File: src/logic/sppc_cfg.svh
`ifndef SPPC_CFG_SVH
`define SPPC_CFG_SVH

`define SPPC_CHANNELS 4
`define SPPC_CHAR_W 10
`define SPPC_FIFO_DEPTH 8
`define SPPC_PHASE_W 4

// register byte offsets
`define SPPC_REG_CTRL 4'h0
`define SPPC_REG_STATUS 4'h4
`define SPPC_REG_PHASE 4'h8

// control register layout
`define SPPC_CTRL_W 7
`define SPPC_F_PARITY 0
`define SPPC_F_TXSEL 2
`define SPPC_F_HALFRATE 4
`define SPPC_F_FRAMESEL 5
`define SPPC_CTRL_RESET 7'h25

// three-level select encodings
`define SPPC_LVL_LOW 2'h0
`define SPPC_LVL_MID 2'h1
`define SPPC_LVL_HIGH 2'h2

`define SPPC_MIN_LOW_EDGES 2'h2
`define SPPC_PLL_MULT_HALF 5'h14
`define SPPC_PLL_MULT_FULL 5'h0a
`define SPPC_ASYM_MAX_CYC 4'h2

// framing patterns, bit 9 first on the line
`define SPPC_K285_NEG 10'h0fa
`define SPPC_K285_POS 10'h305
`define SPPC_COMMA_NEG 7'h1f
`define SPPC_COMMA_POS 7'h60

// timing
`define SPPC_CLK_PERIOD_NS 50
`define SPPC_RXCLK_HALF_NS 200
`define SPPC_RXCLK_HALF_CYC ((`SPPC_RXCLK_HALF_NS + `SPPC_CLK_PERIOD_NS - 1) / `SPPC_CLK_PERIOD_NS)

`endif

File: src/logic/sppc_pkg.sv
`include "sppc_cfg.svh"
package sppc_pkg;
   typedef enum logic [1:0] {PA_WAIT, PA_ADJUST, PA_LOCKED, PA_BYPASS} sppc_pa_state_e;
   typedef logic [`SPPC_CHAR_W-1:0] sppc_char_t;
   typedef logic [1:0] sppc_level_t;
endpackage

File: src/logic/sppc_port_ctl.sv
`include "sppc_cfg.svh"
module sppc_port_ctl (
   input wire logic ref_clk,
   input wire logic reset_n,
   input wire logic wb_cyc_i,
   input wire logic wb_stb_i,
   input wire logic wb_we_i,
   input wire logic [3:0] wb_adr_i,
   input wire logic [3:0] wb_sel_i,
   input wire logic [31:0] wb_dat_i,
   output logic [31:0] wb_dat_o,
   output logic wb_ack_o,
   input wire logic reference_clock_in,
   input wire logic tx_phase_align_reset_n,
   input wire logic [`SPPC_CHANNELS-1:0] tx_input_clock_ch,
   output logic txAlignBusy,
   input wire logic [`SPPC_CHANNELS-1:0][`SPPC_CHAR_W-1:0] deserChar,
   input wire logic [`SPPC_CHANNELS-1:0] deserValid,
   output logic [`SPPC_CHANNELS-1:0] deserReady,
   output logic rx_interface_clock,
   output logic [`SPPC_CHANNELS-1:0][`SPPC_CHAR_W-1:0] rx_char_out,
   output logic [`SPPC_CHANNELS-1:0] framing_char_flag,
   output logic [`SPPC_CHANNELS-1:0] rx_odd_parity_out,
   output logic [`SPPC_CHANNELS-1:0] rxOddParityOe
);

   localparam int CH = `SPPC_CHANNELS;

   // pin synchronisers; stage one feeds stage two only
   logic refS1, refS2, refS3, rstS1, rstS2;
   logic [CH-1:0] txS1, txS2, txS3;

   always_ff @(posedge ref_clk or negedge reset_n) begin
      if (!reset_n) begin
         refS1 <= 1'b0;
         refS2 <= 1'b0;
         refS3 <= 1'b0;
         rstS1 <= 1'b1;
         rstS2 <= 1'b1;
         txS1 <= '0;
         txS2 <= '0;
         txS3 <= '0;
      end else begin
         refS1 <= reference_clock_in;
         refS2 <= refS1;
         refS3 <= refS2;
         rstS1 <= tx_phase_align_reset_n;
         rstS2 <= rstS1;
         txS1 <= tx_input_clock_ch;
         txS2 <= txS1;
         txS3 <= txS2;
      end
   end

   logic refRise, refFall;
   logic [CH-1:0] txRise;
   assign refRise = refS2 && !refS3;
   assign refFall = !refS2 && refS3;
   assign txRise = txS2 & ~txS3;

   // software register file
   logic [`SPPC_CTRL_W-1:0] ctrlQ, ctrlD;
   logic ackQ, ackD;
   logic [31:0] datQ, datD;
   logic [31:0] statusWord, phaseWord;
   logic wbWrite;

   sppc_pkg::sppc_level_t parityCtl, txSel, frameSel;
   logic halfSel, halfRate, bypass, invalidMode;
   logic [4:0] pllMult;

   assign parityCtl = ctrlQ[`SPPC_F_PARITY +: 2];
   assign txSel = ctrlQ[`SPPC_F_TXSEL +: 2];
   assign halfSel = ctrlQ[`SPPC_F_HALFRATE];
   assign frameSel = ctrlQ[`SPPC_F_FRAMESEL +: 2];
   assign halfRate = (txSel == `SPPC_LVL_LOW) && halfSel;
   assign bypass = (txSel == `SPPC_LVL_LOW) && !halfSel;
   // half-rate with txSel not low is not a usable mode; flagged, though pllMult still takes the half-rate value
   assign invalidMode = (txSel != `SPPC_LVL_LOW) && halfSel;
   assign pllMult = halfSel ? `SPPC_PLL_MULT_HALF : `SPPC_PLL_MULT_FULL;

   // write lands on the edge where the master sees ack
   assign wbWrite = wb_cyc_i && wb_stb_i && ackQ && wb_we_i;

   always_comb begin
      ackD = wb_cyc_i && wb_stb_i && !ackQ;
      datD = datQ;
      ctrlD = ctrlQ;
      if (ackD) begin
         case (wb_adr_i)
            `SPPC_REG_CTRL: begin
               datD = {{(32 - `SPPC_CTRL_W){1'b0}}, ctrlQ};
            end
            `SPPC_REG_STATUS: begin
               datD = statusWord;
            end
            `SPPC_REG_PHASE: begin
               datD = phaseWord;
            end
            default: begin
               datD = 32'h0000_0000;
            end
         endcase
      end
      if (wbWrite && wb_adr_i == `SPPC_REG_CTRL && wb_sel_i[0]) begin
         ctrlD = wb_dat_i[`SPPC_CTRL_W-1:0];
      end
   end

   always_ff @(posedge ref_clk or negedge reset_n) begin
      if (!reset_n) begin
         ackQ <= 1'b0;
         datQ <= 32'h0000_0000;
         ctrlQ <= `SPPC_CTRL_RESET;
      end else begin
         ackQ <= ackD;
         datQ <= datD;
         ctrlQ <= ctrlD;
      end
   end

   assign wb_ack_o = ackQ;
   assign wb_dat_o = datQ;

   // phase-align reset sequencing
   sppc_pkg::sppc_pa_state_e paStateQ, paStateD;
   logic [1:0] lowCntQ, lowCntD;
   logic sampleEdge, startAdjust;

   assign sampleEdge = refRise || (halfRate && refFall);
   // two consecutive low samples are needed before anything moves
   assign startAdjust = sampleEdge && !rstS2 && (lowCntQ >= (`SPPC_MIN_LOW_EDGES - 2'h1));

   always_comb begin
      lowCntD = lowCntQ;
      if (sampleEdge) begin
         lowCntD = rstS2 ? 2'h0 : ((lowCntQ == 2'h3) ? 2'h3 : lowCntQ + 2'h1);
      end
      paStateD = paStateQ;
      case (paStateQ)
         sppc_pkg::PA_WAIT, sppc_pkg::PA_LOCKED: begin
            if (startAdjust) begin
               paStateD = sppc_pkg::PA_ADJUST;
            end
         end
         sppc_pkg::PA_ADJUST: begin
            if (sampleEdge && rstS2) begin
               paStateD = sppc_pkg::PA_LOCKED;
            end
         end
         default: begin
            paStateD = sppc_pkg::PA_WAIT;
         end
      endcase
      if (bypass) begin
         paStateD = sppc_pkg::PA_BYPASS;
      end
   end

   always_ff @(posedge ref_clk or negedge reset_n) begin
      if (!reset_n) begin
         paStateQ <= sppc_pkg::PA_WAIT;
         lowCntQ <= 2'h0;
      end else begin
         paStateQ <= paStateD;
         lowCntQ <= lowCntD;
      end
   end

   // downstream must tolerate slips while this is high
   assign txAlignBusy = (paStateQ == sppc_pkg::PA_ADJUST);

   // reference duty measurement for half-rate buffer faults
   logic [3:0] levelCntQ, levelCntD, hiLenQ, hiLenD, sinceRefQ, sinceRefD, asymDiff;
   logic faultQ, faultD, faultSet;

   always_comb begin
      levelCntD = (refRise || refFall) ? 4'h0 : ((levelCntQ == 4'hf) ? 4'hf : levelCntQ + 4'h1);
      sinceRefD = refRise ? 4'h0 : ((sinceRefQ == 4'hf) ? 4'hf : sinceRefQ + 4'h1);
      hiLenD = refFall ? levelCntQ : hiLenQ;
      asymDiff = (hiLenQ > levelCntQ) ? hiLenQ - levelCntQ : levelCntQ - hiLenQ;
      faultSet = halfRate && refRise && (asymDiff > `SPPC_ASYM_MAX_CYC);
      // a fault seen during the clearing window still sticks
      faultD = faultSet || (faultQ && !(halfRate && paStateQ == sppc_pkg::PA_ADJUST));
   end

   always_ff @(posedge ref_clk or negedge reset_n) begin
      if (!reset_n) begin
         levelCntQ <= 4'h0;
         sinceRefQ <= 4'h0;
         hiLenQ <= 4'h0;
         faultQ <= 1'b0;
      end else begin
         levelCntQ <= levelCntD;
         sinceRefQ <= sinceRefD;
         hiLenQ <= hiLenD;
         faultQ <= faultD;
      end
   end

   // receive interface clock, made here by division
   logic [2:0] rxDivQ, rxDivD;
   logic rxClkQ, rxClkD, rxClkPrevQ, popStrobe;

   always_comb begin
      rxDivD = rxDivQ + 3'h1;
      rxClkD = rxClkQ;
      if (rxDivQ == 3'(`SPPC_RXCLK_HALF_CYC - 1)) begin
         rxDivD = 3'h0;
         rxClkD = !rxClkQ;
      end
   end

   always_ff @(posedge ref_clk or negedge reset_n) begin
      if (!reset_n) begin
         rxDivQ <= 3'h0;
         rxClkQ <= 1'b0;
         rxClkPrevQ <= 1'b0;
      end else begin
         rxDivQ <= rxDivD;
         rxClkQ <= rxClkD;
         rxClkPrevQ <= rxClkQ;
      end
   end

   assign rx_interface_clock = rxClkQ;
   assign popStrobe = rxClkQ && !rxClkPrevQ;

   logic [CH-1:0][`SPPC_PHASE_W-1:0] phaseBus;
   logic [CH-1:0] fifoValid, fifoFull;

   for (genvar ch = 0; ch < CH; ch++) begin : g_ch
      logic [`SPPC_PHASE_W-1:0] phaseQ, phaseD;
      sppc_pkg::sppc_char_t fifoData;

      always_comb begin
         phaseD = phaseQ;
         if (paStateQ == sppc_pkg::PA_ADJUST && !halfRate && txRise[ch]) begin
            phaseD = sinceRefQ;
         end
      end

      always_ff @(posedge ref_clk or negedge reset_n) begin
         if (!reset_n) begin
            phaseQ <= '0;
         end else begin
            phaseQ <= phaseD;
         end
      end

      assign phaseBus[ch] = phaseQ;
      assign fifoFull[ch] = !deserReady[ch];

      sppc_fifo #(.WIDTH(`SPPC_CHAR_W), .DEPTH(`SPPC_FIFO_DEPTH)) u_fifo (
         .ref_clk(ref_clk),
         .reset_n(reset_n),
         .inValid(deserValid[ch]),
         .inReady(deserReady[ch]),
         .inData(deserChar[ch]),
         .outValid(fifoValid[ch]),
         .outReady(popStrobe),
         .outData(fifoData)
      );

      sppc_rx_lane u_lane (
         .ref_clk(ref_clk),
         .reset_n(reset_n),
         .load(popStrobe && fifoValid[ch]),
         .inChar(fifoData),
         .frameSel(frameSel),
         .parityCtl(parityCtl),
         .rxChar(rx_char_out[ch]),
         .frameFlag(framing_char_flag[ch]),
         .parityBit(rx_odd_parity_out[ch]),
         .parityOe(rxOddParityOe[ch])
      );
   end

   assign phaseWord = {{(32 - CH * `SPPC_PHASE_W){1'b0}}, phaseBus};
   assign statusWord = {14'h0000, fifoFull, fifoValid, pllMult, faultQ, invalidMode,
      (paStateQ == sppc_pkg::PA_BYPASS), (paStateQ == sppc_pkg::PA_LOCKED), txAlignBusy};
endmodule

File: src/logic/sppc_fifo.sv
`include "sppc_cfg.svh"
module sppc_fifo #(
   parameter int unsigned WIDTH = `SPPC_CHAR_W,
   parameter int unsigned DEPTH = `SPPC_FIFO_DEPTH
) (
   input wire logic ref_clk,
   input wire logic reset_n,
   input wire logic inValid,
   output logic inReady,
   input wire logic [WIDTH-1:0] inData,
   output logic outValid,
   input wire logic outReady,
   output logic [WIDTH-1:0] outData
);
   localparam int unsigned AW = $clog2(DEPTH);

   logic [WIDTH-1:0] mem [DEPTH];
   logic [AW:0] wrPtrQ, wrPtrD, rdPtrQ, rdPtrD;
   logic full, empty, push, pop;

   assign full = (wrPtrQ[AW] != rdPtrQ[AW]) && (wrPtrQ[AW-1:0] == rdPtrQ[AW-1:0]);
   assign empty = (wrPtrQ == rdPtrQ);
   assign inReady = !full;
   assign outValid = !empty;
   assign outData = mem[rdPtrQ[AW-1:0]];
   assign push = inValid && !full;
   assign pop = outReady && !empty;

   always_comb begin
      wrPtrD = push ? wrPtrQ + {{AW{1'b0}}, 1'b1} : wrPtrQ;
      rdPtrD = pop ? rdPtrQ + {{AW{1'b0}}, 1'b1} : rdPtrQ;
   end

   always_ff @(posedge ref_clk or negedge reset_n) begin
      if (!reset_n) begin
         wrPtrQ <= '0;
         rdPtrQ <= '0;
      end else begin
         wrPtrQ <= wrPtrD;
         rdPtrQ <= rdPtrD;
      end
   end

   // storage carries no reset: contents are only read behind a valid pointer
   always_ff @(posedge ref_clk) begin
      if (push) begin
         mem[wrPtrQ[AW-1:0]] <= inData;
      end
   end
endmodule

File: src/logic/sppc_rx_lane.sv
`include "sppc_cfg.svh"
module sppc_rx_lane (
   input wire logic ref_clk,
   input wire logic reset_n,
   input wire logic load,
   input wire sppc_pkg::sppc_char_t inChar,
   input wire sppc_pkg::sppc_level_t frameSel,
   input wire sppc_pkg::sppc_level_t parityCtl,
   output sppc_pkg::sppc_char_t rxChar,
   output logic frameFlag,
   output logic parityBit,
   output logic parityOe
);

   sppc_pkg::sppc_char_t charQ, charD;
   logic flagQ, flagD, parQ, parD, isFrame;

   always_comb begin
      isFrame = 1'b0;
      case (frameSel)
         `SPPC_LVL_MID: begin
            isFrame = (inChar[9:3] == `SPPC_COMMA_NEG) || (inChar[9:3] == `SPPC_COMMA_POS);
         end
         `SPPC_LVL_HIGH: begin
            isFrame = (inChar == `SPPC_K285_NEG) || (inChar == `SPPC_K285_POS);
         end
         default: begin
            isFrame = 1'b0;
         end
      endcase
      charD = charQ;
      flagD = flagQ;
      parD = parQ;
      if (load) begin
         charD = inChar;
         flagD = isFrame;
         parD = ~^inChar;
      end
   end

   always_ff @(posedge ref_clk or negedge reset_n) begin
      if (!reset_n) begin
         charQ <= '0;
         flagQ <= 1'b0;
         parQ <= 1'b1;
      end else begin
         charQ <= charD;
         flagQ <= flagD;
         parQ <= parD;
      end
   end

   assign rxChar = charQ;
   assign frameFlag = flagQ;
   assign parityBit = parQ;
   // the pad itself floats; the enable is what the pin driver needs
   assign parityOe = (parityCtl != `SPPC_LVL_LOW);
endmodule

File: config.mk
export PLATFORM = sky130hd
export DESIGN_NAME = sppc_port_ctl
export DESIGN_NICKNAME = d
export VERILOG_FILES = /design/src/logic/sppc_pkg.sv /design/src/logic/sppc_port_ctl.sv /design/src/logic/sppc_fifo.sv /design/src/logic/sppc_rx_lane.sv
export VERILOG_INCLUDE_DIRS = /design/src /design/src/logic
export SDC_FILE = /design/constraint.sdc
export NUM_CORES = 1
export LEC_CHECK = 0
export ABC_AREA = 1
export ABC_CLOCK_PERIOD_IN_PS = 2600
export BUFFER_PORTS_ARGS = -buffer_cell sky130_fd_sc_hd__buf_4
export CAP_MARGIN = 10
export CELL_PAD_IN_SITES_DETAIL_PLACEMENT = 1
export CELL_PAD_IN_SITES_GLOBAL_PLACEMENT = 1
export CORE_MARGIN = 5
export CORE_UTILIZATION = 47
export DETAILED_ROUTE_END_ITERATION = 12
export PLACE_DENSITY_LB_ADDON = 0.2
export SLEW_MARGIN = 20
export SYNTH_ARGS = -nofsm -noshare
export SYNTH_HDL_FRONTEND = slang
export SYNTH_SLANG_ARGS = --single-unit
File: constraint.sdc
create_clock -name ref_clk -period 2.6 [get_ports ref_clk]
set_input_delay 0.26 -clock ref_clk [delete_from_list [all_inputs] [get_ports ref_clk]]
set_output_delay 0.26 -clock ref_clk [all_outputs]
set_load 0.01 [all_outputs]
; ---- Word level (Yosys, flattened, before mapping)
; Memory sizes are Yosys's and may differ from the RTL's.
; Index checks and enable logic that the tools add are counted.
[totals]
regBits = 175
mem_count = 4
wordCells = 210
input_bits = 95
mem_bits_rw = 320
[classes]
n_addsub = 14
n_mux = 26
n_eq_ne = 41
n_reduce_logical = 76
magnitude_cmp = 3
bitwise = 2
[memory_table]
columns = name, depth, word_bits, rd, rd_ports_with_merged_regs, wr, line
row1 = g_ch[0].u_fifo.mem, 8, 10, 1, 0, 1, sppc_fifo.sv:17  ; logic [WIDTH-1:0] mem [DEPTH];
row2 = g_ch[1].u_fifo.mem, 8, 10, 1, 0, 1, sppc_fifo.sv:17
row3 = g_ch[2].u_fifo.mem, 8, 10, 1, 0, 1, sppc_fifo.sv:17
row4 = g_ch[3].u_fifo.mem, 8, 10, 1, 0, 1, sppc_fifo.sv:17
[op_table]
columns = op, count
row1 = $pmux 18 s3, 1
row2 = $add 4x1->4 const B, 10
row3 = $eq 10x10->1 const B, 4
row4 = $eq 10x8->1 const B, 4
row5 = $reduce_xnor 10->1, 4
row6 = $logic_and 1x1->1, 37
row7 = $eq 7x5->1 const B, 4
row8 = $eq 7x7->1 const B, 4
row9 = $mux 4, 5
row10 = $logic_not 1->1, 17
row11 = $eq 4x4->1, 4
row12 = $eq 3x3->1, 4
row13 = $eq 4x4->1 const B, 3
row14 = $logic_or 1x1->1, 11
row15 = $mux 2, 5
row16 = $eq 2x2->1 const B, 4
row17 = $mux 1, 8
row18 = $pmux 1 s2, 4
row19 = $sub 4x4->4, 2
row20 = $mux 5, 1
row21 = $and 4x4->4, 1
row22 = $eq 2x1->1 const B, 2
row23 = $eq 4x3->1 const B, 1
row24 = $gt 4x2->1 const B, 1
row25 = 16 further kinds, 21

; ---- Logic depth before layout (Yosys ltp)
; Gate-level depths: netlist of run 1.
[logic_depth]
depth_word = 9
mapped_depth = 16
depth_no_buf = 15

; ---- Modules after synthesis
; A second synthesis of run 1 with hierarchy kept.
[unflattened]
hier_cells = 2076
area_unflattened_um2 = 21453.1
[by_module_without_submodules]
columns = module, instances, cells_per_inst, seq_area_each_um2, area_each_um2
row1 = sppc_fifo (g_ch[1].u_fifo ...), 3, 311, 2602.5, 3658.5
row2 = sppc_port_ctl, 1, 421, 2033.2, 3686.0
row3 = sppc_fifo (g_ch[0].u_fifo), 1, 310, 2602.5, 3683.5
row4 = sppc_rx_lane, 4, 103, 301.5, 777.0

; ---- Worst setup path after synthesis of run 1
; No wires, ideal clock.
[synth_timing]
path_type = reg2reg
startpoint = register g_ch[3].u_fifo.rdPtrQ[0]
endpoint = memory g_ch[3].u_fifo.mem[6][0] in the netlist's numbering (enable)
path_slack_ns = 0.404
path_stages_with_launch = 11
required_ns = 2.210
path_buffers = 1
t_arrival_ns = 1.806
path_cell_list = dfrtp_1 > buf_6 > inv_6 > nand2_1 > nand4_1 > nor2_1 > nand2_2 > nand2_1 > inv_2 > nand2_1 > nor3_1
[synth_between]
elab_chain_len = 6
[synth_rtl]
columns = element, line
row1 = "start, declared", sppc_fifo.sv:18  ; logic [AW:0] wrPtrQ, wrPtrD, rdPtrQ, rdPtrD;
row2 = "start signal, assigned", sppc_fifo.sv:40  ; rdPtrQ <= rdPtrD;
row3 = $eq 3x3->1, sppc_fifo.sv:21  ; assign full = (wrPtrQ[AW] != rdPtrQ[AW]) && (wrPtrQ[AW-1:0] == rdPtrQ[AW-1:0]);
row4 = $logic_and 1x1->1, sppc_fifo.sv:21
row5 = $logic_not 1->1, -
row6 = via g_ch[3].u_fifo.inReady, sppc_fifo.sv:9  ; output logic inReady,
row7 = $logic_and 1x1->1, sppc_fifo.sv:26  ; assign push = inValid && !full;
row8 = $mux 1, sppc_fifo.sv:46  ; if (push) begin
row9 = $mux 1 (implied by the code), sppc_fifo.sv:47  ; mem[wrPtrQ[AW-1:0]] <= inData;
row10 = "end, declared", sppc_fifo.sv:17
; The timed path passes the listed nets, and every way through them passes these cells.

; ---- Worst setup path after layout of run 1
[layout_timing]
startpoint = register g_ch[1].u_fifo.rdPtrQ[1]
endpoint = register g_ch[1].u_lane.parQ
[layout_between]
elab_cells_between_ends = 5
classes_between = 1 x eq/ne / 3 x reduce/logical / 1 x memory
[layout_lines]
columns = element, line
row1 = "start, declared", sppc_fifo.sv:18
row2 = "start signal, assigned", sppc_fifo.sv:40
row3 = $mem_v2 8x10, -
row4 = via g_ch[1].fifoData[1], sppc_port_ctl.sv:234  ; sppc_pkg::sppc_char_t fifoData;
row5 = $reduce_xnor 10->1, sppc_rx_lane.sv:37  ; parD = ~^inChar;
row6 = "end signal, assigned", sppc_rx_lane.sv:49  ; parQ <= parD;
row7 = "end, declared", sppc_rx_lane.sv:16  ; logic flagQ, flagD, parQ, parD, isFrame;
; The timed path passes the listed nets, and every way through them passes these cells.
; A chain may end at the register's enable or synchronous reset.

==> metrics.txt, run 1 <==
Initial Util 47.67%; Switching Share 39.12%; first-pass iteration count of the detailed router 5; VDD IR max 0.0005980 V; setup TNS 0 ns; FP Rows between 70 and 80; Final min period around 2.4 ns; most common cell in the netlist nand2_1; clock latency on the worst-skew pair between 0.5 and 0.6 ns; Antenna Cells 0; post-synthesis sequential area ratio 61.24%; Area contributors post-synth edfxtp_1 43%, dfrtp_1 17%, nand2_1 11%; global-route wire length before repair 94130 microns; startpoint types register; Internal about 19000 uW; DR DRC count 0; Die W 227.8 microns; Filler cells 5179; worst hold start wb_adr_i[3]; Synth-to-Final Area Change 18.03%; Max clock buf depth 3; fmax 414.1 MHz; WHS 0.1152 ns; Post-Syn Area approximately 22000 sq um; worst hold path type in2reg; clock sink total 481; Post-synth EDFFs 320; worst-path cell chain buf_4 -> o21ai_0 -> o22ai_1 -> inv_1 -> o21ai_2 -> ha_1 -> xnor2_1 -> xnor2_1 -> xor2_1 -> o21ai_0; vias in the first global route between 15000 and 20000; WL final approximately 59000 microns; DP HPWL 40740 microns; RSZ-0062 raised after global routing false; CTS Buf Count between 50 and 60; Max-slew headroom between 40% and 50%; top cell type's share of synthesized area a little over two fifths; number of DRC markers in iteration 0 around 970; synth unique cells 43; final hold vios 0; Synthesis Warnings 0; largest net degree at the start of global routing 53; WL/cell 18.85 microns; number of I/O pins approximately 190; CP endpoint kind register; Worst EP arrival just under 3 ns; PwrDens 1155 nW/um^2; most area-hungry cell type in the Yosys netlist edfxtp_1; CP peak stage delay 0.60 ns; period utilization between 90% and 100%; layout cells sized above 1 15.76%; via density per instance 5.129; Core Region between 40000 and 50000 sq um; Worst Path Required roughly 3.1 ns; Max FO, Critical Path 9; GRT Residual Overflow 0; CTS tree yes; gr usage total 22.49%; clock-pin slew on the worst setup and hold paths around 0.06 ns; Die Span Y 227.8 microns; fin. max-slew vios 0; Port Buf Inserts between 100 and 150; Worst Skew approximately 0.016 ns; combinational share of power between 40% and 50%; placer congestion estimate 0.8268; critical path type reg2reg; top cells by count, synth 641 x nand2_1, 320 x edfxtp_1, 305 x inv_1; # setup viols final 0; nets between 2000 and 3000; Die ar. 51880 sq um; Flop pwr share 35.3%; worst slew pin tran roughly 0.8 ns; Leak 0.01208 uW; Reg-to-Reg Start g_ch[1].u_fifo.rdPtrQ[1]; syn_area_per_cell 9.946 sq um; CTS H-tree lvls 2; clock root cell clkbuf_16; status completed; Async SR Flop Fraction 33.47%; CP startpoint g_ch[1].u_fifo.rdPtrQ[1]; Max Cap Viol 0; clock share of power 23.3%; initial antenna violation count 1; Synth Flop Type edfxtp_1; Via Count 16070; slowest cell on the critical path dfrtp_1; Seq cells post-synth between 400 and 500; Synth Instances 2241; DRT antenna net count 0; Sw Pwr 11890 uW
==> area by class of cell <==
type,instances,area (sq um),share of cell area [%]
inverter,328,1254,4.766
clock inverter,21,151.4,0.5755
sequential,481,13650,51.90
multi-input combinational,1335,6641,25.25
tap,607,759.5,2.887
timing repair buffer,287,2374,9.023
clock buffer,74,1475,5.608
==> registers in the layout, indices dropped and copies added, names as in the netlist, 2 cells and up <==
register / flops
ctrlQ: 7
g_ch.phaseQ: 16
g_ch.u_lane.rxChar: 40
lowCntQ: 2
g_ch.u_fifo.mem: 320
txS3: 4
hiLenQ: 4
levelCntQ: 4
wb_dat_o: 18
g_ch.u_fifo.wrPtrQ: 16
txS2: 4
paStateQ: 2
rxDivQ: 3
g_ch.u_fifo.rdPtrQ: 16
txS1: 4
g_ch.u_lane.parityBit: 4
sinceRefQ: 4
g_ch.u_lane.frameFlag: 4
==> final timing paths <==
path | endpoint | slack (ns) | cells past startpoint
max | g_ch[1].u_lane.parityBit | 0.19 | 10
min | wb_dat_o[6] | 0.12 | 3
max reg2reg | g_ch[1].u_lane.parityBit | 0.19 | 10
min reg2reg | txS2[3] | 0.34 | 0
max in group asynchronous | g_ch[1].u_lane.parityBit | 1.60 | 3
min in group asynchronous | g_ch[0].u_lane.rxChar[5] | 0.19 | 2
==> critical path, delay by kind of cell (launching register included) <==
| family | cells | cell delay, ns |
|---|---|---|
| flops | 1 | 0.60 |
| buf+inv | 2 | 0.31 |
| compound gates | 4 | 0.59 |
| fa+ha+maj | 1 | 0.30 |
| xor+xnor | 3 | 0.52 |
==> cell families (layout without fill, tap and decap cells) <==
group,after synthesis,count (layout),share of synthesized area (%)
AOI/OAI and AO/OA,227,227,5.642
xor gates and xnor gates,45,45,1.768
adders and majority gates,64,64,3.660
buffers and inverters,438,710,9.307
DFF,481,481,61.24
muxes,2,2,0.1010
other,1,14,0.01682
and+or+nand+nor,983,983,18.27
==> metal layers <==
layer | global-route usage [%] | vias up | share of wire [%]
met5 | 0 | - | 0.014
met1 | 28.43 | 8037 | 43
li1 | - | 7679 | -
met3 | 4.137 | 96 | 4.0
met4 | 5.881 | 2 | 2.5
met2 | 40.12 | 256 | 51
==> power groups by stage <==
| stage | Sequential (uW) | Clock [uW] | Combinational (uW) |
|---|---|---|---|
| final | 10700 | 7080 | 12600 |
| after global routing | 10900 | 7620 | 14000 |
| after CTS | 10700 | 7250 | 12700 |
| after detailed placement | 10900 | 0 | 12500 |
| after global placement | 10800 | 0 | 11900 |
| after floorplan | 10700 | 0 | 8460 |
==> layout by cell type, fill, tap and decap left out, types with 10 or more instances in the layout <==
cell	netlist	final
nand3_1	176	176
nor2_1	111	100
nand2_2	24	24
conb_1	1	14
o22ai_1	28	28
clkinv_2	0	10
clkbuf_1	4	14
dlygate4sd3_1	0	56
nand2_1	641	641
edfxtp_1	320	320
ha_1	62	62
clkbuf_16	0	53
xor2_1	32	32
nor2_2	6	17
a21oi_1	24	24
buf_4	44	224
o21ai_2	12	12
o21ai_1	16	16
clkinv_1	3	10
o21ai_0	133	133
inv_2	16	15
xnor2_1	13	13
inv_1	305	305
dfrtp_1	152	150
==> repair_timing <==
action	in CTS	in global routing
endpoints found under the hold margin	384	0
gates resized for setup	0	5
setup endpoints to repair	0	81
setup buffers	0	0
hold buffers	56	0
==> stage by stage <==
stage / worst slack, ns / area [sq um] / cells / power (uW) / utilization [%]
2_1_floorplan: 0.4041 / 22340 / 2254 / 19180 / -
3_3_place_gp: 0.1544 / 24090 / 2982 / 22670 / 51.52
3_5_place_dp: 0.06193 / 24090 / 2982 / 23340 / 51.53
4_1_cts: 0.05023 / 26280 / 3133 / 30670 / 56.21
5_1_grt: 0.003223 / 26310 / 3133 / 32560 / 56.27
6_report: 0.1854 / 26310 / 3133 / 30390 / 56.27
No activity file was read; power rests on OpenSTA's default activity.
==> run 2, diff against run 1 <==
--- a/config.mk
+++ b/config.mk
@@ -8,7 +8,7 @@
 export LEC_CHECK = 0
 export ABC_AREA = 1
 export ABC_CLOCK_PERIOD_IN_PS = 2600
-export BUFFER_PORTS_ARGS = -buffer_cell sky130_fd_sc_hd__buf_4
+export BUFFER_PORTS_ARGS = -buffer_cell sky130_fd_sc_hd__buf_2
 export CAP_MARGIN = 10
 export CELL_PAD_IN_SITES_DETAIL_PLACEMENT = 1
 export CELL_PAD_IN_SITES_GLOBAL_PLACEMENT = 1
==> metrics.txt, run 2 (synthesized netlist as in run 1, its figures left out) <==
VDD IR max 0.0005979 V; Port Buf Inserts approximately 140; Initial Util 47.67%; worst hold start wb_stb_i; first-pass iteration count of the detailed router 5; clock sink total 481; period utilization 93.71%; vias in the first global route between 15000 and 20000; via density per instance 5.114; clock-pin slew on the worst setup and hold paths ~0.060 ns; Worst Skew 0.01217 ns; hold path endpoint wb_ack_o; max reg flops 320; Core Region roughly 47000 sq um; Reg2Reg Depth 12; # setup viols final 0; reg-to-reg slack, setup 0.16 ns; Final Power between 30000 and 40000 uW; CP delay by family, top compound AO/OA/AOI/OAI gates; startpoint types register; Reg-to-Reg Start g_ch[2].u_fifo.rdPtrQ[0]; Worst Path Required slightly above 3 ns; Post-Layout Cell Count 3138; Die ar. 51880 sq um; CTS tree yes; commonest non-fill, non-tap cell in the layout nand2_1; critical path type reg2reg; DR DRC count 0; Worst EP arrival 2.94 ns; Synth-to-Final Area Change 17.02%; Max Cap Viol 0; worst slew pin tran 1.105 ns; Max-slew headroom 26.06%; Final min period roughly 2.4 ns; Die W approximately 230 microns; number of I/O pins 186; cell total after placement between 2000 and 3000; WHS Path Cells 3; CP peak stage delay 0.49 ns; DRT antenna net count 0; multi-input logic area 6641 sq um; Via Count 16050; fmax 410.4 MHz; WL/cell approximately 19 microns; GRT Residual Overflow 0; status completed; Antenna Cells 0; initial antenna violation count 2; Register Area 13650 sq um; largest net degree at the start of global routing 70; RSZ-0062 raised after global routing false; placer congestion estimate 0.8079; WP buf/inv 4; FP Rows 79; worst-path cell chain inv_6 -> buf_6 -> nor2_1 -> o22ai_1 -> inv_1 -> o21ai_2 -> inv_1 -> ha_1 -> xnor2_1 -> xnor2_1 -> xor2_1 -> o21ai_0; PwrDens between 1000 and 1500 nW/um^2; pre-CTS setup slack 0.07252 ns; clock root cell clkbuf_16; Die Span Y between 200 and 250 microns; slowest cell on the critical path dfrtp_2; CTS Buf Count 53; global-route wire length before repair approximately 94000 microns; CP endpoint kind register; nets 2649; number of DRC markers in iteration 0 approximately 700; Leak roughly 0.012 uW; Max clock buf depth 3; final hold vios 0; fin worst setup slack about 0.16 ns; Crit Reg-Reg Endpoint g_ch[2].u_lane.parityBit; Max FO, Critical Path 24; fin. max-slew vios 0; layout cells sized above 1 16.24%; DP HPWL 40590 microns; worst hold path type in2reg; gr usage total 22.54%; setup TNS 0 ns; clock latency on the worst-skew pair 0.60 ns; CTS H-tree lvls 2; most frequent cells in the layout 641 x nand2_1, 320 x edfxtp_1, 305 x inv_1; final core occ 55.79%; Filler cells approximately 5300; WL final 59410 microns
==> run 2: changes by cell type in the layout (fill, tap and decap cells not counted), sizes merged <==
cell | before | now
clkinvlp | 2 | 0
bufinv | 2 | 3
dlygate4sd3 | 56 | 57
buf | 231 | 234
inv | 325 | 328
clkbuf | 74 | 72
clkinv | 20 | 21
==> run 2: routing by layer <==
metal,vias to the layer above,global-route usage [%],share of wire (%)
li1,7707,-,-
met3,99,3.826,4.6
met5,-,0,0.035
met4,4,6.694,2.6
met1,7972,28.52,42
met2,265,40.04,51
==> run 2: final cells by class <==
class / instances / share of cell area [%]
Inverter: 328 / 4.807
Timing Repair Buffer: 291 / 7.728
Clock buffer: 72 / 5.972
Sequential cell: 481 / 52.35
Clock inverter: 24 / 0.7723
Tap cell: 607 / 2.912
Multi-Input combinational cell: 1335 / 25.46
==> run 2: metrics by stage <==
stage	instance area (sq um)	hold slack [ns]
final	26080	0.02509
after global routing	26080	0.02257
after CTS	26040	0.002005
after detailed placement	23710	0.2195
after global placement	23700	0.2110
after floorplan	22340	-0.03559
==> run 2: worst max path at each step <==
stage                        startpoint                       end  cells past startpoint
2_1_floorplan  g_ch[3].u_fifo.rdPtrQ[0]  g_ch[3].u_fifo.mem[6][0]                     10
3_3_place_gp   g_ch[2].u_fifo.rdPtrQ[0]  g_ch[2].u_lane.parityBit                     12
3_5_place_dp   g_ch[2].u_fifo.rdPtrQ[0]  g_ch[2].u_lane.parityBit                     12
4_1_cts        g_ch[2].u_fifo.rdPtrQ[0]  g_ch[2].u_lane.parityBit                     12
5_1_grt        g_ch[1].u_fifo.rdPtrQ[0]  g_ch[1].u_lane.parityBit                     11
6_report       g_ch[2].u_fifo.rdPtrQ[0]  g_ch[2].u_lane.parityBit                     12
==> run 2: report_power, final <==
group | switching (uW) | internal, uW | total, uW | leakage (uW)
registers | 894 | 9840 | 10700 | 0.00488
logic | 8090 | 4360 | 12500 | 0.00629
clock network | 3050 | 4480 | 7530 | 0.000880
total | 12000 | 18700 | 30700 | 0.0121
==> run 2: tightest hold or removal path: cells and delay by family <==
family	cells	cell delay [ns]
buffers and inverters	1	0.09
and+or+nand+nor	2	0.20
==> run 2: repair_timing <==
item                                   CTS  global route
resized for setup                        0             9
endpoints found under the hold margin  376             0
setup endpoints to repair                0             5
buffers inserted                         0             0
hold buffers                            57             0
==> run 3, diff against run 2 <==
--- a/config.mk
+++ b/config.mk
@@ -15,7 +15,7 @@
 export CORE_MARGIN = 5
 export CORE_UTILIZATION = 47
 export DETAILED_ROUTE_END_ITERATION = 12
-export PLACE_DENSITY_LB_ADDON = 0.2
+export PLACE_DENSITY = 0.84
 export SLEW_MARGIN = 20
 export SYNTH_ARGS = -nofsm -noshare
 export SYNTH_HDL_FRONTEND = slang
==> metrics.txt, run 3 (synthesized netlist as in run 1, its figures left out) <==
Filler cells 5207; # setup viols final 0; FP Rows 79; largest net degree at the start of global routing 64; worst slew pin tran 0.8066 ns; GRT Residual Overflow 0; clock latency on the worst-skew pair 0.59 ns; Max-slew headroom ~46%; Max Cap Viol 0; Top Metal Used met5; CTS Buf Count 52; Via Count 16500; worst-path cell chain bufinv_16 -> buf_4 -> nand2_1 -> nand3_1 -> nand2_1 -> nand2_1 -> nand2_1 -> ha_1 -> xnor2_1 -> xnor2_1 -> xor2_1 -> o21ai_0; WP buf/inv 2; global-route wire length before repair 99130 microns; Leak 0.01197 uW; gr usage total 23.85%; number of DRC markers in iteration 0 980; Synth-to-Final Area Change 16.44%; most frequent cells in the layout 641 x nand2_1, 320 x edfxtp_1, 305 x inv_1; placer congestion estimate approximately 0.83; Core Region 46750 sq um; startpoint types register; via density per instance 5.280; Final min period 2.453 ns; first-pass iteration count of the detailed router 5; DP HPWL 42420 microns; Worst EP arrival 2.95 ns; initial antenna violation count 2; # Post-CTS Setup Buffers 0; clock-pin slew on the worst setup and hold paths 0.06 ns; placed cell areas 23650 sq um; CP peak stage delay 0.43 ns; worst hold path type in2reg; Reg-to-Reg Start g_ch[1].u_fifo.rdPtrQ[0]; Final Power 30810 uW; reg-to-reg slack, setup 0.15 ns; WL final between 60000 and 70000 microns; Reg2Reg Depth 12; period utilization 94.33%; PwrDens ~1200 nW/um^2; layout cells sized above 1 15.81%; Crit Reg-Reg Endpoint g_ch[1].u_lane.parityBit; CP startpoint g_ch[1].u_fifo.rdPtrQ[0]; DR DRC count 0; CTS H-tree lvls 2; Max FO, Critical Path 30; Max clock buf depth 3; DRT antenna net count 0; slowest cell on the critical path dfrtp_1; WP depth 12; VDD IR max 0.0006113 V; Antenna Cells 0; number of I/O pins 186; commonest non-fill, non-tap cell in the layout nand2_1; Worst Path Required between 3 and 4 ns; Die W about 230 microns; Worst Skew 0.01569 ns; metal1 wirelength 24900 microns; fmax 407.7 MHz; CP endpoint kind register; CTS tree yes; met3 WL 3661 microns; fin. max-slew vios 0; nets 2634; Die ar. 51880 sq um; setup TNS 0 ns; Initial Util a little under half; max reg flops 320; final instance area 25950 sq um; status completed; Port Buf Inserts 143; routed wire length on met2 31620 microns; vias in the first global route 18080; clock sink total 481; Die Span Y between 200 and 250 microns; WL/cell 20.05 microns; CP delay by family, top XOR/XNOR gates; crit path to g_ch[1].u_lane.parityBit; critical path type reg2reg; clock root cell clkbuf_16; final hold vios 0; crit-path most repeated cell nand2_1
==> run 3: cell types whose count changed in the layout (fill, tap and decap cells not counted), sizes merged <==
cell         before  now
bufinv            3    6
buf             234  225
clkinv           21   22
inv             328  324
dlygate4sd3      57   52
==> run 3: through the flow <==
step           hold WS [ns]  util (%)  instances  worst slack, ns
2_1_floorplan      -0.03559         -       2254           0.4041
3_3_place_gp         0.3080     50.58       2976           0.1420
3_5_place_dp         0.3110     50.59       2976        -0.003372
4_1_cts           0.0004844     55.37       3124         0.002002
5_1_grt             0.01955     55.51       3124        -0.007161
6_report            0.02652     55.51       3124           0.1474
==> run 3: cell type report <==
type / instances / area, sq um / area share, %
Clock inverter: 24 / 235.2 / 0.9063
Sequential cell: 481 / 13650 / 52.61
Clock buffer: 72 / 1469 / 5.660
Inverter: 328 / 1275 / 4.912
Multi-Input combinational cell: 1335 / 6651 / 25.63
Tap cell: 607 / 759.5 / 2.926
Timing Repair Buffer: 277 / 1911 / 7.362
==> run 3: layer usage <==
| metal | vias to the layer above | track usage [%] |
|---|---|---|
| met1 | 8208 | 28.89 |
| li1 | 7671 | - |
| met5 | - | 0 |
| met3 | 167 | 5.304 |
| met4 | 4 | 8.793 |
| met2 | 445 | 42.03 |
==> run 3: worst min-delay path, delay by kind of cell <==
family        cells  cell delay, ns
buf+inv           1            0.11
simple gates      3            0.19
==> run 3: report_power, final <==
part	switching, uW	total, uW	internal (uW)
registers	942	10800	9840
logic	8270	12600	4320
clock network	3020	7440	4420
==> run 3: worst min path at each step <==
stage                       start  cells past startpoint  slack [ns]                       end
detailed placement        reset_n                      1        0.31  g_ch[0].u_lane.rxChar[9]
finish              deserValid[2]                      4        0.03  g_ch[2].u_fifo.wrPtrQ[0]
global route        deserValid[2]                      4        0.02  g_ch[2].u_fifo.wrPtrQ[0]
global placement          reset_n                      1        0.31  g_ch[0].u_lane.rxChar[9]
floorplan                 reset_n                      0       -0.04                  ctrlQ[1]
CTS                 deserValid[2]                      4      0.0005  g_ch[2].u_fifo.wrPtrQ[0]
==> run 3: repair_timing <==
item,in CTS,in global routing
gates cloned,0,0
gates resized for setup,3,11
setup endpoints to repair,30,14
hold buffers,52,0
endpoints found under the hold margin,387,0
pin swaps,0,0
